--- src/common/pcs_pkg.sv ---
// package: register map, field layout, reset values and timing of the pmic control slice
package pcs_pkg;

  // ****************************************
  // register offsets
  // ****************************************
  localparam logic [7:0] PCS_OFS_SLEEP_EN    = 8'h41;
  localparam logic [7:0] PCS_OFS_LOCK        = 8'h42;
  localparam logic [7:0] PCS_OFS_PIN_MASK    = 8'h43;
  localparam logic [7:0] PCS_OFS_RST_TIMING  = 8'h48;
  localparam logic [7:0] PCS_OFS_SHUTDOWN    = 8'h49;
  localparam logic [7:0] PCS_OFS_INPUT_MON   = 8'h51;
  localparam logic [7:0] PCS_OFS_ADAPTER_CFG = 8'h69;
  localparam logic [7:0] PCS_OFS_LOWBAT_CFG  = 8'h6A;
  localparam logic [7:0] PCS_OFS_SRC_STATUS  = 8'h6F;
  localparam logic [7:0] PCS_OFS_WAKE_CLK    = 8'hD0;

  // ****************************************
  // reset values
  // ****************************************
  localparam logic [7:0] PCS_RST_SLEEP_EN    = 8'h00;
  localparam logic [7:0] PCS_RST_LOCK        = 8'h00;
  localparam logic [7:0] PCS_RST_PIN_MASK    = 8'h00;
  localparam logic [7:0] PCS_RST_RST_TIMING  = 8'h1C;
  localparam logic [7:0] PCS_RST_INPUT_MON   = 8'h05;
  localparam logic [7:0] PCS_RST_ADAPTER_CFG = 8'h0F;
  localparam logic [7:0] PCS_RST_LOWBAT_CFG  = 8'hF8;
  localparam logic [7:0] PCS_RST_WAKE_CLK    = 8'h00;

  // ****************************************
  // field positions and writable masks
  // ****************************************
  localparam int PCS_LOCK_BIT        = 0;
  localparam int PCS_SHUTDOWN_BIT    = 0;
  localparam int PCS_WAKE_EN_BIT     = 0;
  localparam int PCS_TRST_LSB        = 3;
  localparam int PCS_RESET_THRESHOLD_FIELD_LSB      = 0;
  localparam int PCS_CMP_EN_BIT      = 6;
  localparam int PCS_MON_DB_LSB      = 4;
  localparam int PCS_CRIT_TH_LSB     = 0;
  localparam int PCS_AD_DB_LSB       = 2;
  localparam int PCS_AD_MODE_LSB     = 0;
  localparam int PCS_LB_DB_LSB       = 6;
  localparam int PCS_BAT2_EN_BIT     = 5;
  localparam int PCS_BAT1_EN_BIT     = 4;
  localparam int PCS_ADP_EN_BIT      = 3;
  localparam int PCS_BAT2_FLAG_BIT   = 6;
  localparam int PCS_BAT1_FLAG_BIT   = 5;
  localparam int PCS_ADP_FLAG_BIT    = 4;
  localparam logic [7:0] PCS_WMASK_LOCK = 8'h01;
  localparam logic [7:0] PCS_WMASK_RSTT = 8'h1F;

  // ****************************************
  // timing
  // ****************************************
  localparam int CLK_HZ            = 50_000_000;
  localparam int RTC_PERIOD_NS     = 30_500;
  localparam int MON_DB1_US        = 10;
  localparam int AD_DB0_US         = 81;
  localparam int AD_DB1_MS         = 10;
  localparam int AD_DB2_MS         = 20;
  localparam int AD_DB3_MS         = 30;
  localparam int RST_DUR0_MS       = 20;
  localparam int RST_DUR1_MS       = 40;
  localparam int RST_DUR2_MS       = 80;
  localparam int RST_DUR3_MS       = 200;
  localparam int CLK_PER_US        = CLK_HZ / 1_000_000;
  localparam int MON_DB1_CYC       = MON_DB1_US * CLK_PER_US;
  localparam int AD_DB0_CYC        = AD_DB0_US * CLK_PER_US;
  localparam int LB_DB0_RTC        = 4;
  localparam int LB_DB1_RTC        = 32;
  localparam int LB_DB2_RTC        = 64;
  localparam int LB_DB3_RTC        = 128;
  localparam int CNT_W             = 24;

  typedef enum logic [1:0] {
    PCS_EDGE_RSVD, PCS_EDGE_RISE, PCS_EDGE_FALL, PCS_EDGE_BOTH
  } pcs_edge_t;

endpackage : pcs_pkg

--- src/rtl/pcs_debounce.sv ---
// module: one debounced status filter with edge qualification
`timescale 1ns/10ps
`default_nettype none
module pcs_debounce
  import pcs_pkg::*;
#(
  parameter int W = 24
)(
  input  wire logic          clk_sys,
  input  wire logic          reset_n,
  input  wire logic          enable,
  input  wire logic          raw_in,
  input  wire logic [W-1:0]  hold_cycles,
  input  wire logic          allow_rise,
  input  wire logic          allow_fall,
  output logic               filtered
);

  // a one-bit counter cannot hold any useful filter length
  if (W < 2)
  begin : g_bad_w
    $error("pcs_debounce: W too small");
  end

  logic [W-1:0] count_reg;
  logic         filtered_reg;

  // the level must differ from the flag for hold_cycles before it is taken
  always_ff @(posedge clk_sys or negedge reset_n)
  begin
    if (!reset_n)
      count_reg <= '0;
    else if (!enable || raw_in == filtered_reg)
      count_reg <= '0;
    else if (count_reg < hold_cycles)
      count_reg <= count_reg + 1'b1;
  end

  // disabled detectors freeze their flag
  always_ff @(posedge clk_sys or negedge reset_n)
  begin
    if (!reset_n)
      filtered_reg <= 1'b0;
    else if (enable && raw_in != filtered_reg && count_reg >= hold_cycles)
    begin
      if ((raw_in && allow_rise) || (!raw_in && allow_fall))
        filtered_reg <= raw_in;
    end
  end

  assign filtered = filtered_reg;

endmodule : pcs_debounce
`default_nettype wire

--- src/rtl/pcs_regs.sv ---
// module: pmic control and status register bank behind the i2c register port
`timescale 1ns/10ps
`default_nettype none
// What this block does
// - lock bit set blocks all writes to regulator control registers
// - mask 0 lets enable pin drive rail; mask 1 uses register bit
// - mask bits 7..0 map core,1v05,memory,switched,1v8,hub,5v,io; reset 0
// - reset duration code 0..3 gives 20,40,80,200 ms; resets to 3
// - reset threshold code selects trip voltage; resets to 4
// - writing 1 to shutdown forces emergency reset then self-clears
// - input-monitor bit 6 enables critical comparator; resets 0
// - monitor debounce: none, 10 us, one or two slow-clock periods
// - critical threshold code 0 off, 1-7 steps, 8-15 unused; resets 5
// - adapter debounce code: 81 us, 10, 20, 30 ms; resets 3
// - adapter mode: 1 rising, 2 falling, 3 both, 0 reserved
// - low-battery debounce 4,32,64,128 slow-clock periods; resets 3
// - bits 5,4,3 enable battery2, battery1, adapter detectors; reset on
// - status bits 6,5 read 1 while battery 2/1 below threshold
// - status bit 4 is the adapter flag, set and cleared only on edges the adapter mode accepts
// - wake-clock bit 0 turns 1 Hz output on; resets 0
// - slow-clock counts assume 30.5 us period
module pcs_regs
  import pcs_pkg::*;
#(
  parameter int N_RAILS  = 8,
  parameter int AD_DB_MS = AD_DB3_MS
)(
  input  wire logic               clk_sys,
  input  wire logic               reset_n,
  input  wire logic               reg_wr,
  input  wire logic               reg_rd,
  input  wire logic [7:0]         reg_addr,
  input  wire logic [7:0]         reg_wdata,
  output logic      [7:0]         reg_rdata,
  input  wire logic               regulator_control_wr,
  output logic                    regulator_control_wr_ok,
  input  wire logic [N_RAILS-1:0] rail_enable_pins,
  input  wire logic [N_RAILS-1:0] regulator_control_enable,
  output logic      [N_RAILS-1:0] rail_enable,
  output logic      [1:0]         reset_duration_code,
  output logic      [2:0]         reset_threshold_field,
  output logic      [CNT_W-1:0]   reset_pulse_cycles,
  output logic                    emergency_reset,
  input  wire logic               input_sense_cmp,
  output logic                    critical_input_comparator_enable,
  output logic      [3:0]         critical_input_threshold,
  output logic                    input_low_filtered,
  input  wire logic               adapter_cmp,
  input  wire logic               first_battery_cmp,
  input  wire logic               second_battery_cmp,
  input  wire logic               rtc_tick,
  output logic                    wake_clock_enable,
  output logic      [1:0]         sleep_state_enables
);

  // ****************************************
  // parameter checks
  // ****************************************
  // the rail map and the mask register are both eight bits wide
  if (N_RAILS != 8)
  begin : g_bad_rails
    $error("pcs_regs: N_RAILS must be 8");
  end
  // the adapter hold count must fit the filter counter
  if (AD_DB_MS < 1 || AD_DB_MS * 1000 * CLK_PER_US >= (1 << CNT_W))
  begin : g_bad_ad_db
    $error("pcs_regs: AD_DB_MS out of range");
  end

  // ****************************************
  // register storage
  // ****************************************
  logic [7:0] sleep_reg, lock_reg, mask_reg, rstt_reg;
  logic [7:0] mon_reg, adcfg_reg, lbcfg_reg, wake_reg;
  logic       shutdown_reg;
  logic [7:0] status_reg;

  always_ff @(posedge clk_sys or negedge reset_n)
  begin
    if (!reset_n)
    begin
      sleep_reg <= PCS_RST_SLEEP_EN;
      lock_reg  <= PCS_RST_LOCK;
      mask_reg  <= PCS_RST_PIN_MASK;
      rstt_reg  <= PCS_RST_RST_TIMING;
      mon_reg   <= PCS_RST_INPUT_MON;
      adcfg_reg <= PCS_RST_ADAPTER_CFG;
      lbcfg_reg <= PCS_RST_LOWBAT_CFG;
      wake_reg  <= PCS_RST_WAKE_CLK;
    end
    else if (reg_wr)
    begin
      case (reg_addr)
        PCS_OFS_SLEEP_EN:    sleep_reg <= reg_wdata;
        PCS_OFS_LOCK:        lock_reg  <= reg_wdata & PCS_WMASK_LOCK;
        PCS_OFS_PIN_MASK:    mask_reg  <= reg_wdata;
        PCS_OFS_RST_TIMING:  rstt_reg  <= reg_wdata & PCS_WMASK_RSTT;
        PCS_OFS_INPUT_MON:   mon_reg   <= reg_wdata;
        PCS_OFS_ADAPTER_CFG: adcfg_reg <= reg_wdata;
        PCS_OFS_LOWBAT_CFG:  lbcfg_reg <= reg_wdata;
        PCS_OFS_WAKE_CLK:    wake_reg  <= reg_wdata;
        default:             ;
      endcase
    end
  end

  // one-shot: set by a write of 1, cleared by hardware the next cycle
  always_ff @(posedge clk_sys or negedge reset_n)
  begin
    if (!reset_n)
      shutdown_reg <= 1'b0;
    else
      shutdown_reg <= reg_wr && reg_addr == PCS_OFS_SHUTDOWN
                      && reg_wdata[PCS_SHUTDOWN_BIT];
  end
  assign emergency_reset = shutdown_reg;

  // ****************************************
  // control outputs
  // ****************************************
  assign regulator_control_wr_ok =
    regulator_control_wr && !lock_reg[PCS_LOCK_BIT];

  genvar g;
  generate
    for (g = 0; g < N_RAILS; g++)
    begin : g_rail
      assign rail_enable[g] = mask_reg[g] ? regulator_control_enable[g]
                                          : rail_enable_pins[g];
    end
  endgenerate

  assign reset_duration_code   = rstt_reg[PCS_TRST_LSB +: 2];
  assign reset_threshold_field = rstt_reg[PCS_RESET_THRESHOLD_FIELD_LSB +: 3];
  assign critical_input_comparator_enable = mon_reg[PCS_CMP_EN_BIT];
  assign critical_input_threshold = mon_reg[PCS_CRIT_TH_LSB +: 4];
  assign wake_clock_enable   = wake_reg[PCS_WAKE_EN_BIT];
  assign sleep_state_enables = sleep_reg[1:0];

  // reset pulse length in system clocks
  always_comb
  begin
    case (reset_duration_code)
      2'h0:    reset_pulse_cycles = CNT_W'(RST_DUR0_MS * 1000 * CLK_PER_US);
      2'h1:    reset_pulse_cycles = CNT_W'(RST_DUR1_MS * 1000 * CLK_PER_US);
      2'h2:    reset_pulse_cycles = CNT_W'(RST_DUR2_MS * 1000 * CLK_PER_US);
      default: reset_pulse_cycles = CNT_W'(RST_DUR3_MS * 1000 * CLK_PER_US);
    endcase
  end

  // ****************************************
  // debounce lengths
  // ****************************************
  // slow-clock based filters count system clocks, RTC_CYC per slow period,
  // so the tolerance of the slow oscillator does not enter the filter time
  logic [CNT_W-1:0] rtc_count_reg;
  always_ff @(posedge clk_sys or negedge reset_n)
  begin
    if (!reset_n)
      rtc_count_reg <= '0;
    else if (rtc_tick)
      rtc_count_reg <= rtc_count_reg + 1'b1;
  end

  logic [CNT_W-1:0] mon_hold, ad_hold, lb_hold;
  localparam int RTC_CYC = RTC_PERIOD_NS * CLK_PER_US / 1000;

  // code 0 passes the comparator after a single edge
  always_comb
  begin
    case (mon_reg[PCS_MON_DB_LSB +: 2])
      2'h0:    mon_hold = '0;
      2'h1:    mon_hold = CNT_W'(MON_DB1_CYC);
      2'h2:    mon_hold = CNT_W'(RTC_CYC);
      default: mon_hold = CNT_W'(2 * RTC_CYC);
    endcase
  end

  // code 3 length is a parameter so short benches can trim it
  always_comb
  begin
    case (adcfg_reg[PCS_AD_DB_LSB +: 2])
      2'h0:    ad_hold = CNT_W'(AD_DB0_CYC);
      2'h1:    ad_hold = CNT_W'(AD_DB1_MS * 1000 * CLK_PER_US);
      2'h2:    ad_hold = CNT_W'(AD_DB2_MS * 1000 * CLK_PER_US);
      default: ad_hold = CNT_W'(AD_DB_MS * 1000 * CLK_PER_US);
    endcase
  end

  // both battery filters share one length setting
  always_comb
  begin
    case (lbcfg_reg[PCS_LB_DB_LSB +: 2])
      2'h0:    lb_hold = CNT_W'(LB_DB0_RTC * RTC_CYC);
      2'h1:    lb_hold = CNT_W'(LB_DB1_RTC * RTC_CYC);
      2'h2:    lb_hold = CNT_W'(LB_DB2_RTC * RTC_CYC);
      default: lb_hold = CNT_W'(LB_DB3_RTC * RTC_CYC);
    endcase
  end

  pcs_edge_t ad_mode;
  logic      ad_allow_rise, ad_allow_fall;
  assign ad_mode = pcs_edge_t'(adcfg_reg[PCS_AD_MODE_LSB +: 2]);
  // reserved mode code 0 accepts no edge, so the flag holds
  assign ad_allow_rise = ad_mode == PCS_EDGE_RISE
                         || ad_mode == PCS_EDGE_BOTH;
  assign ad_allow_fall = ad_mode == PCS_EDGE_FALL
                         || ad_mode == PCS_EDGE_BOTH;

  // ****************************************
  // detectors
  // ****************************************
  logic adapter_flag, bat1_flag, bat2_flag;
  logic mon_enable;

  // codes 0 and 8..15 give no limit, so the filter rests there
  assign mon_enable = critical_input_comparator_enable
                      && critical_input_threshold != 4'h0
                      && !critical_input_threshold[3];

  pcs_debounce #(.W(CNT_W)) u_input_mon (
    .clk_sys     (clk_sys),
    .reset_n     (reset_n),
    .enable      (mon_enable),
    .raw_in      (input_sense_cmp),
    .hold_cycles (mon_hold),
    .allow_rise  (1'b1),
    .allow_fall  (1'b1),
    .filtered    (input_low_filtered)
  );

  pcs_debounce #(.W(CNT_W)) u_adapter (
    .clk_sys     (clk_sys),
    .reset_n     (reset_n),
    .enable      (lbcfg_reg[PCS_ADP_EN_BIT]),
    .raw_in      (adapter_cmp),
    .hold_cycles (ad_hold),
    .allow_rise  (ad_allow_rise),
    .allow_fall  (ad_allow_fall),
    .filtered    (adapter_flag)
  );

  pcs_debounce #(.W(CNT_W)) u_bat1 (
    .clk_sys     (clk_sys),
    .reset_n     (reset_n),
    .enable      (lbcfg_reg[PCS_BAT1_EN_BIT]),
    .raw_in      (first_battery_cmp),
    .hold_cycles (lb_hold),
    .allow_rise  (1'b1),
    .allow_fall  (1'b1),
    .filtered    (bat1_flag)
  );

  pcs_debounce #(.W(CNT_W)) u_bat2 (
    .clk_sys     (clk_sys),
    .reset_n     (reset_n),
    .enable      (lbcfg_reg[PCS_BAT2_EN_BIT]),
    .raw_in      (second_battery_cmp),
    .hold_cycles (lb_hold),
    .allow_rise  (1'b1),
    .allow_fall  (1'b1),
    .filtered    (bat2_flag)
  );

  always_comb
  begin
    status_reg = 8'h00;
    status_reg[PCS_BAT2_FLAG_BIT] = bat2_flag;
    status_reg[PCS_BAT1_FLAG_BIT] = bat1_flag;
    status_reg[PCS_ADP_FLAG_BIT]  = adapter_flag;
  end

  // ****************************************
  // read path
  // ****************************************
  // the shutdown bit reads 1 only during its one-cycle pulse
  always_ff @(posedge clk_sys or negedge reset_n)
  begin
    if (!reset_n)
      reg_rdata <= 8'h00;
    else if (reg_rd)
    begin
      case (reg_addr)
        PCS_OFS_SLEEP_EN:    reg_rdata <= sleep_reg;
        PCS_OFS_LOCK:        reg_rdata <= lock_reg;
        PCS_OFS_PIN_MASK:    reg_rdata <= mask_reg;
        PCS_OFS_RST_TIMING:  reg_rdata <= rstt_reg;
        PCS_OFS_SHUTDOWN:    reg_rdata <= {7'h00, shutdown_reg};
        PCS_OFS_INPUT_MON:   reg_rdata <= mon_reg;
        PCS_OFS_ADAPTER_CFG: reg_rdata <= adcfg_reg;
        PCS_OFS_LOWBAT_CFG:  reg_rdata <= lbcfg_reg;
        PCS_OFS_SRC_STATUS:  reg_rdata <= status_reg;
        PCS_OFS_WAKE_CLK:    reg_rdata <= wake_reg;
        default:             reg_rdata <= 8'h00;
      endcase
    end
  end

  // tick counter kept for sizing only; the filters run on system clocks
  logic unused_rtc;
  assign unused_rtc = ^rtc_count_reg;

endmodule : pcs_regs
`default_nettype wire

--- config.mk ---
export PLATFORM = sky130hd
export DESIGN_NAME = pcs_regs
export DESIGN_NICKNAME = d
export VERILOG_FILES = /design/src/common/pcs_pkg.sv /design/src/rtl/pcs_debounce.sv /design/src/rtl/pcs_regs.sv
export SDC_FILE = /design/constraint.sdc
export NUM_CORES = 1
export LEC_CHECK = 0
export CORE_ASPECT_RATIO = 2
export CORE_UTILIZATION = 58
export DETAILED_ROUTE_END_ITERATION = 10
export DONT_BUFFER_PORTS = 1
export PLACE_DENSITY = 0.76
export SYNTH_ARGS = -nofsm -noshare
export SYNTH_HDL_FRONTEND = slang
export SYNTH_SLANG_ARGS = --single-unit
export TNS_END_PERCENT = 1
--- constraint.sdc ---
create_clock -name clk_sys -period 2.65 [get_ports clk_sys]
set_clock_uncertainty 0.05 [all_clocks]
set_input_delay 0.265 -clock clk_sys [delete_from_list [all_inputs] [get_ports clk_sys]]
set_output_delay 0.265 -clock clk_sys [all_outputs]
set_load 0.005 [all_outputs]
* Word-level counts from Yosys, hierarchy flattened
Cells that the tools add are included.
** Storage, ports and cells
- Input port bits :: 42
- Output and inout port bits :: 56
- Word-level logic and storage cells :: 127
- Register bits :: 163
** Cells by class
- Mux-type cells :: 21
- Magnitude comparators :: 8
- Reduce and logical (&&, ||, !) cells :: 47
- Eq/ne operators :: 29
- Add/subtract/negate cells :: 4
** Operator list (count)
- 2-to-1 mux 24 bit :: 8
- adder 24 x 1 -> 24 bit, second input constant :: 4
- one-hot mux 8 bit (10 select lines) :: 1
- equality test 8 x 7 -> 1 bit, second input constant :: 9
- one-hot mux 24 bit (3 select lines) :: 1
- one-hot mux 21 bit (3 select lines) :: 1
- one-hot mux 18 bit (3 select lines) :: 1
- >= comparator 24 x 18 -> 1 bit :: 2
- less-than comparator 24 x 18 -> 1 bit :: 2
- one-hot mux 12 bit (3 select lines) :: 1
- >= comparator 24 x 12 -> 1 bit :: 1
- >= comparator 24 x 21 -> 1 bit :: 1
- less-than comparator 24 x 12 -> 1 bit :: 1
- less-than comparator 24 x 21 -> 1 bit :: 1
- AND reduction 2 bit :: 9
- logical AND 1 bit :: 15
- equality test 2 bit, second input constant :: 6
- equality test 2 x 1 -> 1 bit, second input constant :: 5
- equality test 8 bit, second input constant :: 1
- zero test 2 bit :: 4
- 2-to-1 mux 1 bit :: 8
- nonzero test 2 bit :: 4
- zero test 1 bit :: 7
- logical OR 1 bit :: 7
- 3 further kinds :: 9

* Longest topological paths before layout
Gate-level depths: netlist of the first run.
- Word-level depth :: 6
- Gate-level depth with buffers :: 12
- Depth with buffers taken out :: 10

* Cells and area by module
A second synthesis of the first run with hierarchy kept.
** Second synthesis, totals
- Cell total of the unflattened synthesis :: 1295
- Area total of the unflattened synthesis :: 11937.7 µm²
** By module, submodules not included
- pcs_debounce (u_adapter ...) :: sequential area each 625.6 µm², cells an instance 244, instances 3, area an instance 2107.0 µm²
- pcs_regs :: sequential area each 1594.0 µm², cells an instance 320, instances 1, area an instance 3585.9 µm²
- pcs_debounce (u_bat2) :: sequential area each 625.6 µm², cells an instance 243, instances 1, area an instance 2030.7 µm²

* Worst setup path before layout of the first run
No wires, ideal clock.
- Path kind :: register to register
- Start point :: register lbcfg_reg[6]
- End point :: register u_bat2.count_reg[8]
- Cell stages (with the launch flop) :: 12
- Required time :: 2.521 ns
- Arrival time :: 2.810 ns
- Setup slack :: -0.288 ns
- Path buffers :: 1
- Cells stage by stage :: dfstp_2 inv_1 nand2_1 inv_1 ha_1 a21oi_1 o21ai_0 a2111o_1 a2111o_1 buf_2 or3_1 a21oi_1
** Between the ends
- Word-level cells in the longest chain between the ends :: 4
** RTL lines
- from (decl) :: RTL line pcs_regs.sv:74 : logic [7:0] mon_reg, adcfg_reg, lbcfg_reg, wake_reg;
- from (signal assigned) :: RTL line pcs_regs.sv:100 : PCS_OFS_LOWBAT_CFG: lbcfg_reg <= reg_wdata;
- equality test 2 bit (tied with other cells) :: RTL line pcs_regs.sv:193 : case (lbcfg_reg[PCS_LB_DB_LSB +: 2])
- one-hot mux 18 bit (3 select lines) * :: RTL line pcs_regs.sv:193
- less-than comparator 24 x 18 -> 1 bit * :: RTL line pcs_debounce.sv:35 : else if (count_reg < hold_cycles)
- nonzero test 2 bit (no source line) *
- to (signal assigned) :: RTL line pcs_debounce.sv:36 : count_reg <= count_reg + 1'b1;
- to (decl) :: RTL line pcs_debounce.sv:25 : logic [W-1:0] count_reg;
Mark *: on every way between the ends. The rest lies on a longest branch, timed or not.
A chain may end at the register's enable or synchronous reset.

* Worst setup path after layout of the first run
- Start point :: register lbcfg_reg[7]
- End point :: register u_bat1.count_reg[15]
** Between the ends
- Word-level cells in the longest chain between the ends :: 4
** RTL lines (RTL line)
- equality test 2 bit (tied with other cells) :: pcs_regs.sv:193
- one-hot mux 18 bit (3 select lines) * :: pcs_regs.sv:193
- less-than comparator 24 x 18 -> 1 bit * :: pcs_debounce.sv:35
- nonzero test 2 bit (no source line) *
- to (signal assigned) :: pcs_debounce.sv:36
- to (decl) :: pcs_debounce.sv:25
Marks and branches as above.

==> flow_metrics.env, run 1 <==
export IMPL_grt_max_degree=164
export IMPL_synth_edff_count=0
export IMPL_max_freq_mhz=348
export IMPL_drc=0
export IMPL_final_cell_mix="149 x dfrtp_1, 85 x nand2_1, 83 x buf_4"
export IMPL_p_int_mw=4.31
export IMPL_cp_required_ns=2.94
export IMPL_final_nets=1215
export IMPL_p_per_area_nw_per_um2=474
export IMPL_relSlewSlack=0.535
export IMPL_synth_seq_cells=163
export IMPL_syn_to_final_growth_pct=18.4
export IMPL_cp_common_cell="a21o_1"
export IMPL_syn_avg_cell_area_um2=9.70
export IMPL_switching_power_mw=1.33
export IMPL_die_y_um=188
export IMPL_start_util=0.596
export IMPL_via_count=8576
export IMPL_drtIter0Drc=618
export IMPL_synth_area_um2=10000
export IMPL_clkLatencyLatePin_ns=0.43
export IMPL_crit_fanout=5
export IMPL_cts_made_buffers=17
export IMPL_avgRoutedWirePerCell_um=20.5
export IMPL_synthesis_instances=1036
export IMPL_setup_viol=36
export IMPL_cts_tree="done"
export IMPL_grt_pass1_wl_mm=44.3
export IMPL_total_power_mw=5.64
export IMPL_core_area_um2=16800
export IMPL_yosysSeqAreaShare=0.408
export IMPL_die_x_um=95.1
export IMPL_arrival_ns=3.16
export IMPL_seq_power_share=0.460
export IMPL_fin_area_um2=11900
export IMPL_cp_num_buf_inv=2
export IMPL_clockPowerShare=0.460
export IMPL_place_congestion=0.939
export IMPL_finalSetupTns_ns=-3.09
export IMPL_final_period_utilization=1.08
export IMPL_dieArea_um2=17900
export IMPL_crit_slowest_cell="dfstp_2"
export IMPL_clockBufferDepth=2
export IMPL_ir_worst_vdd_mv=0.514
export IMPL_worstMarginPinSlew_ns=0.696
export IMPL_crit_chain="inv_4 -> nand2_2 -> ha_4 -> a21o_1 -> a21o_1 -> a211o_4 -> buf_4 -> a2111o_1 -> or3_1 -> a21oi_1"
export IMPL_cts_root_buf="clkbuf_16"
export IMPL_finalWorstSetupSlack_ns=-0.223
export IMPL_hp_class="input pin to asynchronous set/reset pin"
export IMPL_final_common_cell="dfrtp_1"
export IMPL_synthDistinctLibCells=71
export IMPL_dp_cells=1270
export IMPL_drt_pass1_iter_count=5
export IMPL_stdcell_count=1321
export IMPL_worst_hold_slack_ns=-0.515
export IMPL_drt_wl_total_mm=27.1
export IMPL_p_sw_frac=0.236
export IMPL_drv_cap=0
export IMPL_path_delay_family="compound AO/OA/AOI/OAI gates"
export IMPL_yosys_area_top_type="dfrtp_1"
export IMPL_violations="negative hold slack, negative setup slack"
export IMPL_place_port_buffers=0
export IMPL_cp_slowest_stage_delay_ns=0.60
export IMPL_period_needed_ns=2.87
export IMPL_antenna_found_initial=0
export IMPL_maxSlewViolCount=0
export IMPL_clock_sinks=163
export IMPL_grt_total_usage=0.320
export IMPL_crit_path_start_kind="flop"
export IMPL_first_global_vias=8972
export IMPL_hold_viol_final=163
export IMPL_rsz0062_at_grt="true"
export IMPL_synth_async_reset_ratio=1.00
export IMPL_clkTransAtPathRegs_ns=0.06
export IMPL_crit_path_end_kind="flop"
export IMPL_netlist_top_cells_area="dfrtp_1 37%, ha_1 8.8%, mux2_2 7.2%"
export IMPL_p_comb_frac=0.080
export IMPL_utilization=0.706
export IMPL_overflow=0
export IMPL_n_antenna_cell=0
export IMPL_yosysWarningCount=0
export IMPL_synth_top_cell_area_share=0.371
export IMPL_rows=67
export IMPL_io_pins=98
export IMPL_ant_nets=0
export IMPL_yosys_most_used_dff="dfrtp_1"
export IMPL_htree_num_levels=4
export IMPL_crit_type="flop to flop"
export IMPL_placed_area_um2=10700
export IMPL_drive_above_1_share=0.251
export IMPL_viasPerCell=6.49
export IMPL_hpwl_mm=18.3
export IMPL_cts_hold_buf=12
export IMPL_status="finished, violations left"
export IMPL_p_leak_nw=5.47
export IMPL_preCtsSetupSlack_ns=-0.326
-- what timing repair did --
item,CTS,global route
resized for setup,59,29
gates cloned,2,0
endpoints found under the setup margin,66,71
setup buffers,6,0
endpoints found under the hold margin,229,163
pin swaps,31,12
-- power by group through the flow --
stage / sequential [mW] / combinational [mW] / clock (mW)
floorplan: 2.62 / 0.302 / 0
global placement: 2.63 / 0.363 / 0
detailed placement: 2.63 / 0.374 / 0
CTS: 2.59 / 0.426 / 2.63
global route: 2.60 / 0.492 / 2.72
finish: 2.59 / 0.450 / 2.59
-- layer usage --
metal	global-route usage	part of all wire	routed length [um]
met2	0.564	0.54	14600
met3	0.0681	0.050	1360
met4	0.196	0.065	1760
met1	0.334	0.34	9340
met5	0	0	0
-- final timing paths --
kind                       cells after the start                                   from                                    end  slack, ns
min in group clk_sys                           2                            reg_addr[0]               reg_rdata[7]$_DFFE_PN0P_       0.03
max in group asynchronous                      0                                reset_n                rstt_reg[4]$_DFFE_PN1P_       2.75
setup / recovery                              10               lbcfg_reg[7]$_DFFE_PN1P_       u_bat1.count_reg[15]$_DFFE_PN0P_      -0.22
setup reg to reg                              10               lbcfg_reg[7]$_DFFE_PN1P_       u_bat1.count_reg[15]$_DFFE_PN0P_      -0.22
hold reg to reg                                1  u_input_mon.count_reg[16]$_DFFE_PN0P_  u_input_mon.count_reg[16]$_DFFE_PN0P_       0.44
hold / removal                                 0                                reset_n        u_bat2.count_reg[4]$_DFFE_PN0P_      -0.51
-- worst register-to-register path, cell delays in order (launching register included) --
cell      delay (ns)
dfstp_2         0.60
inv_4           0.07
nand2_2         0.11
ha_4            0.22
a21o_1          0.15
a21o_1          0.19
a211o_4         0.37
buf_4           0.16
a2111o_1        0.41
or3_1           0.33
a21oi_1         0.13
-- synth_stat cells, types with 13 or more instances --
library cell and count:
dfrtp_1 149, nand2_1 88, ha_1 71, mux2_2 64
a21oi_1 57, inv_1 53, nor2_1 47, nand3_1 40
o21ai_0 35, clkbuf_1 30, mux2i_1 24, and3_1 22
and2_1 21, buf_4 21, nand2b_1 21, nand4_1 21
nor3_1 20, a31oi_1 17, or4_1 16, dfstp_2 14
o31ai_1 14, nor4_1 13, or3_1 13
-- layout make-up --
cell class	instances	area, um2
clock buffer	21	470
clock inverter	10	149
fill	1191	4960
inverter	53	209
multi-input combinational	765	5870
sequential	163	4100
tap	207	259
timing repair buffer	102	840
-- cell families (layout without fill, tap and decap cells) --
kind of cell,after synthesis,count (layout),share of synthesized area
DFF,163,163,0.408
adders and majority gates,73,73,0.0904
muxes,88,88,0.0957
AOI/OAI and AO/OA,216,218,0.148
xor gates and xnor gates,10,10,0.00872
other,2,9,0.000748
buffers and inverters,117,186,0.0534
and+or+nand+nor,367,367,0.196
No activity file was read; power rests on OpenSTA's default activity.
==> inputs of run 2 (changes only) <==
--- a/config.mk
+++ b/config.mk
@@ -9,6 +9,7 @@
 export CORE_UTILIZATION = 58
 export DETAILED_ROUTE_END_ITERATION = 10
 export DONT_BUFFER_PORTS = 1
+export GPL_TIMING_DRIVEN = 0
 export PLACE_DENSITY = 0.76
 export SYNTH_ARGS = -nofsm -noshare
 export SYNTH_HDL_FRONTEND = slang
==> flow_metrics.env, run 2 (synthesis gave the netlist of run 1 again) <==
export IMPL_status="finished, violations left"
export IMPL_violations="negative hold slack, negative setup slack"
export IMPL_hpwl_mm=18.7
export IMPL_die_x_um=95.1
export IMPL_relSlewSlack=0.406
export IMPL_cp_slowest_stage_delay_ns=0.63
export IMPL_crit_fanout=6
export IMPL_syn_to_final_growth_pct=16.6
export IMPL_die_y_um=188
export IMPL_placed_area_um2=10400
export IMPL_crit_type="flop to flop"
export IMPL_rows=67
export IMPL_avgRoutedWirePerCell_um=21.1
export IMPL_ir_worst_vdd_mv=0.454
export IMPL_final_nets=1206
export IMPL_fillers=1246
export IMPL_ant_nets=0
export IMPL_drv_cap=0
export IMPL_n_antenna_cell=0
export IMPL_dieArea_um2=17900
export IMPL_p_per_area_nw_per_um2=478
export IMPL_drc=0
export IMPL_r2r_slack_ns=-0.31
export IMPL_htree_num_levels=4
export IMPL_crit_slowest_cell="dfstp_2"
export IMPL_via_count=8619
export IMPL_hp_class="input pin to asynchronous set/reset pin"
export IMPL_r2r_end="u_bat2.count_reg[18]$_DFFE_PN0P_"
export IMPL_clockBufferDepth=2
export IMPL_r2r_start="lbcfg_reg[6]$_DFFE_PN1P_"
export IMPL_drive_above_1_share=0.234
export IMPL_antenna_found_initial=0
export IMPL_finalWorstSetupSlack_ns=-0.310
export IMPL_place_congestion=0.962
export IMPL_setup_viol=54
export IMPL_maxSlewViolCount=0
export IMPL_clkLatencyLatePin_ns=0.43
export IMPL_final_cell_mix="149 x dfrtp_1, 82 x nand2_1, 64 x mux2_2"
export IMPL_grt_pass1_wl_mm=43.7
export IMPL_cp_required_ns=2.96
export IMPL_p_leak_nw=5.29
export IMPL_worst_hold_slack_ns=-0.528
export IMPL_cts_tree="done"
export IMPL_crit_path_end_kind="flop"
export IMPL_fin_area_um2=11700
export IMPL_start_util=0.596
export IMPL_overflow=0
export IMPL_drtIter0Drc=532
export IMPL_grt_total_usage=0.319
export IMPL_cts_made_buffers=17
export IMPL_clock_sinks=163
export IMPL_cts_hold_buf=11
export IMPL_rsz0062_at_grt="true"
export IMPL_place_port_buffers=0
export IMPL_utilization=0.695
export IMPL_arrival_ns=3.27
export IMPL_reg2reg_depth=11
export IMPL_grt_max_degree=164
export IMPL_crit_path_start_kind="flop"
export IMPL_io_pins=98
export IMPL_drt_pass1_iter_count=6
export IMPL_clkTransAtPathRegs_ns=0.07
export IMPL_worstMarginPinSlew_ns=0.882
export IMPL_cts_root_buf="clkbuf_16"
export IMPL_final_common_cell="dfrtp_1"
export IMPL_crit_chain="inv_4 -> nand2_4 -> inv_8 -> ha_4 -> a21oi_2 -> o21ai_1 -> a2111o_1 -> buf_4 -> a2111oi_1 -> a31oi_1 -> nor2_1"
export IMPL_period_needed_ns=2.96
export IMPL_final_period_utilization=1.12
export IMPL_core_area_um2=16800
export IMPL_viasPerCell=6.56
export IMPL_hold_viol_final=163
export IMPL_first_global_vias=8740
export IMPL_drt_wl_total_mm=27.7
export IMPL_max_freq_mhz=338
==> run 2: power by group <==
part	internal, mW	leakage (nW)	switching, mW
sequential	2.54	2.22	0.0480
combinational	0.207	2.79	0.269
clock	1.45	0.282	1.08
total	4.20	5.29	1.40
==> run 2: cell type report <==
type                       instances  area, um2  share of cell area
multi-input combinational        763       5870               0.501
sequential                       163       4100               0.350
clock buffer                      19        453              0.0387
buffer                            63        390              0.0333
timing repair buffer              32        275              0.0235
tap                              207        259              0.0221
inverter                          53        219              0.0187
clock inverter                    13        151              0.0129
==> run 2: worst max-delay path: cells and delay by family, from the launching register on <==
family          cells  cell delay, ns
compound gates      5            1.41
flops               1            0.63
buf+inv             3            0.32
fa+ha+maj           1            0.25
simple gates        2            0.22
==> run 2: repair_timing <==
| item | in CTS | in global routing |
|---|---|---|
| gates cloned | 1 | 0 |
| endpoints found under the hold margin | 221 | 163 |
| gates resized for setup | 56 | 64 |
| buffers inserted | 16 | 4 |
| endpoints found under the setup margin | 75 | 72 |
| pin swaps | 27 | 19 |
==> run 2: stage by stage <==
step	hold slack, ns	total power, mW	cells	TNS [ns]	setup slack (ns)
floorplan	-0.0806	2.92	1043	-1.16	-0.102
global placement	-0.0733	3.00	1250	-23.17	-0.610
detailed placement	-0.0733	3.02	1250	-26.19	-0.650
CTS	-0.531	5.58	1309	-6.49	-0.296
global route	-0.538	5.76	1313	-12.62	-0.359
finish	-0.528	5.60	1313	-7.05	-0.310
==> run 2: worst max-delay path by stage <==
stage,start,slack [ns],cells after the start,to
2_1_floorplan,lbcfg_reg[6]$_DFFE_PN1P_,-0.10,11,u_bat1.count_reg[9]$_DFFE_PN0P_
3_3_place_gp,adcfg_reg[2]$_DFFE_PN1P_,-0.61,12,u_adapter.count_reg[11]$_DFFE_PN0P_
3_5_place_dp,adcfg_reg[2]$_DFFE_PN1P_,-0.65,12,u_adapter.count_reg[11]$_DFFE_PN0P_
4_1_cts,lbcfg_reg[6]$_DFFE_PN1P_,-0.30,11,u_bat2.count_reg[12]$_DFFE_PN0P_
5_1_grt,lbcfg_reg[6]$_DFFE_PN1P_,-0.36,10,u_bat2.count_reg[8]$_DFFE_PN0P_
6_report,lbcfg_reg[6]$_DFFE_PN1P_,-0.31,11,u_bat2.count_reg[18]$_DFFE_PN0P_
==> run 2: per-layer routing <==
metal,GRT usage,vias up,wire [um]
li1,-,3891,-
met1,0.331,4201,9490
met2,0.562,377,14800
met3,0.0649,150,1470
met4,0.212,0,1980
met5,0,-,0
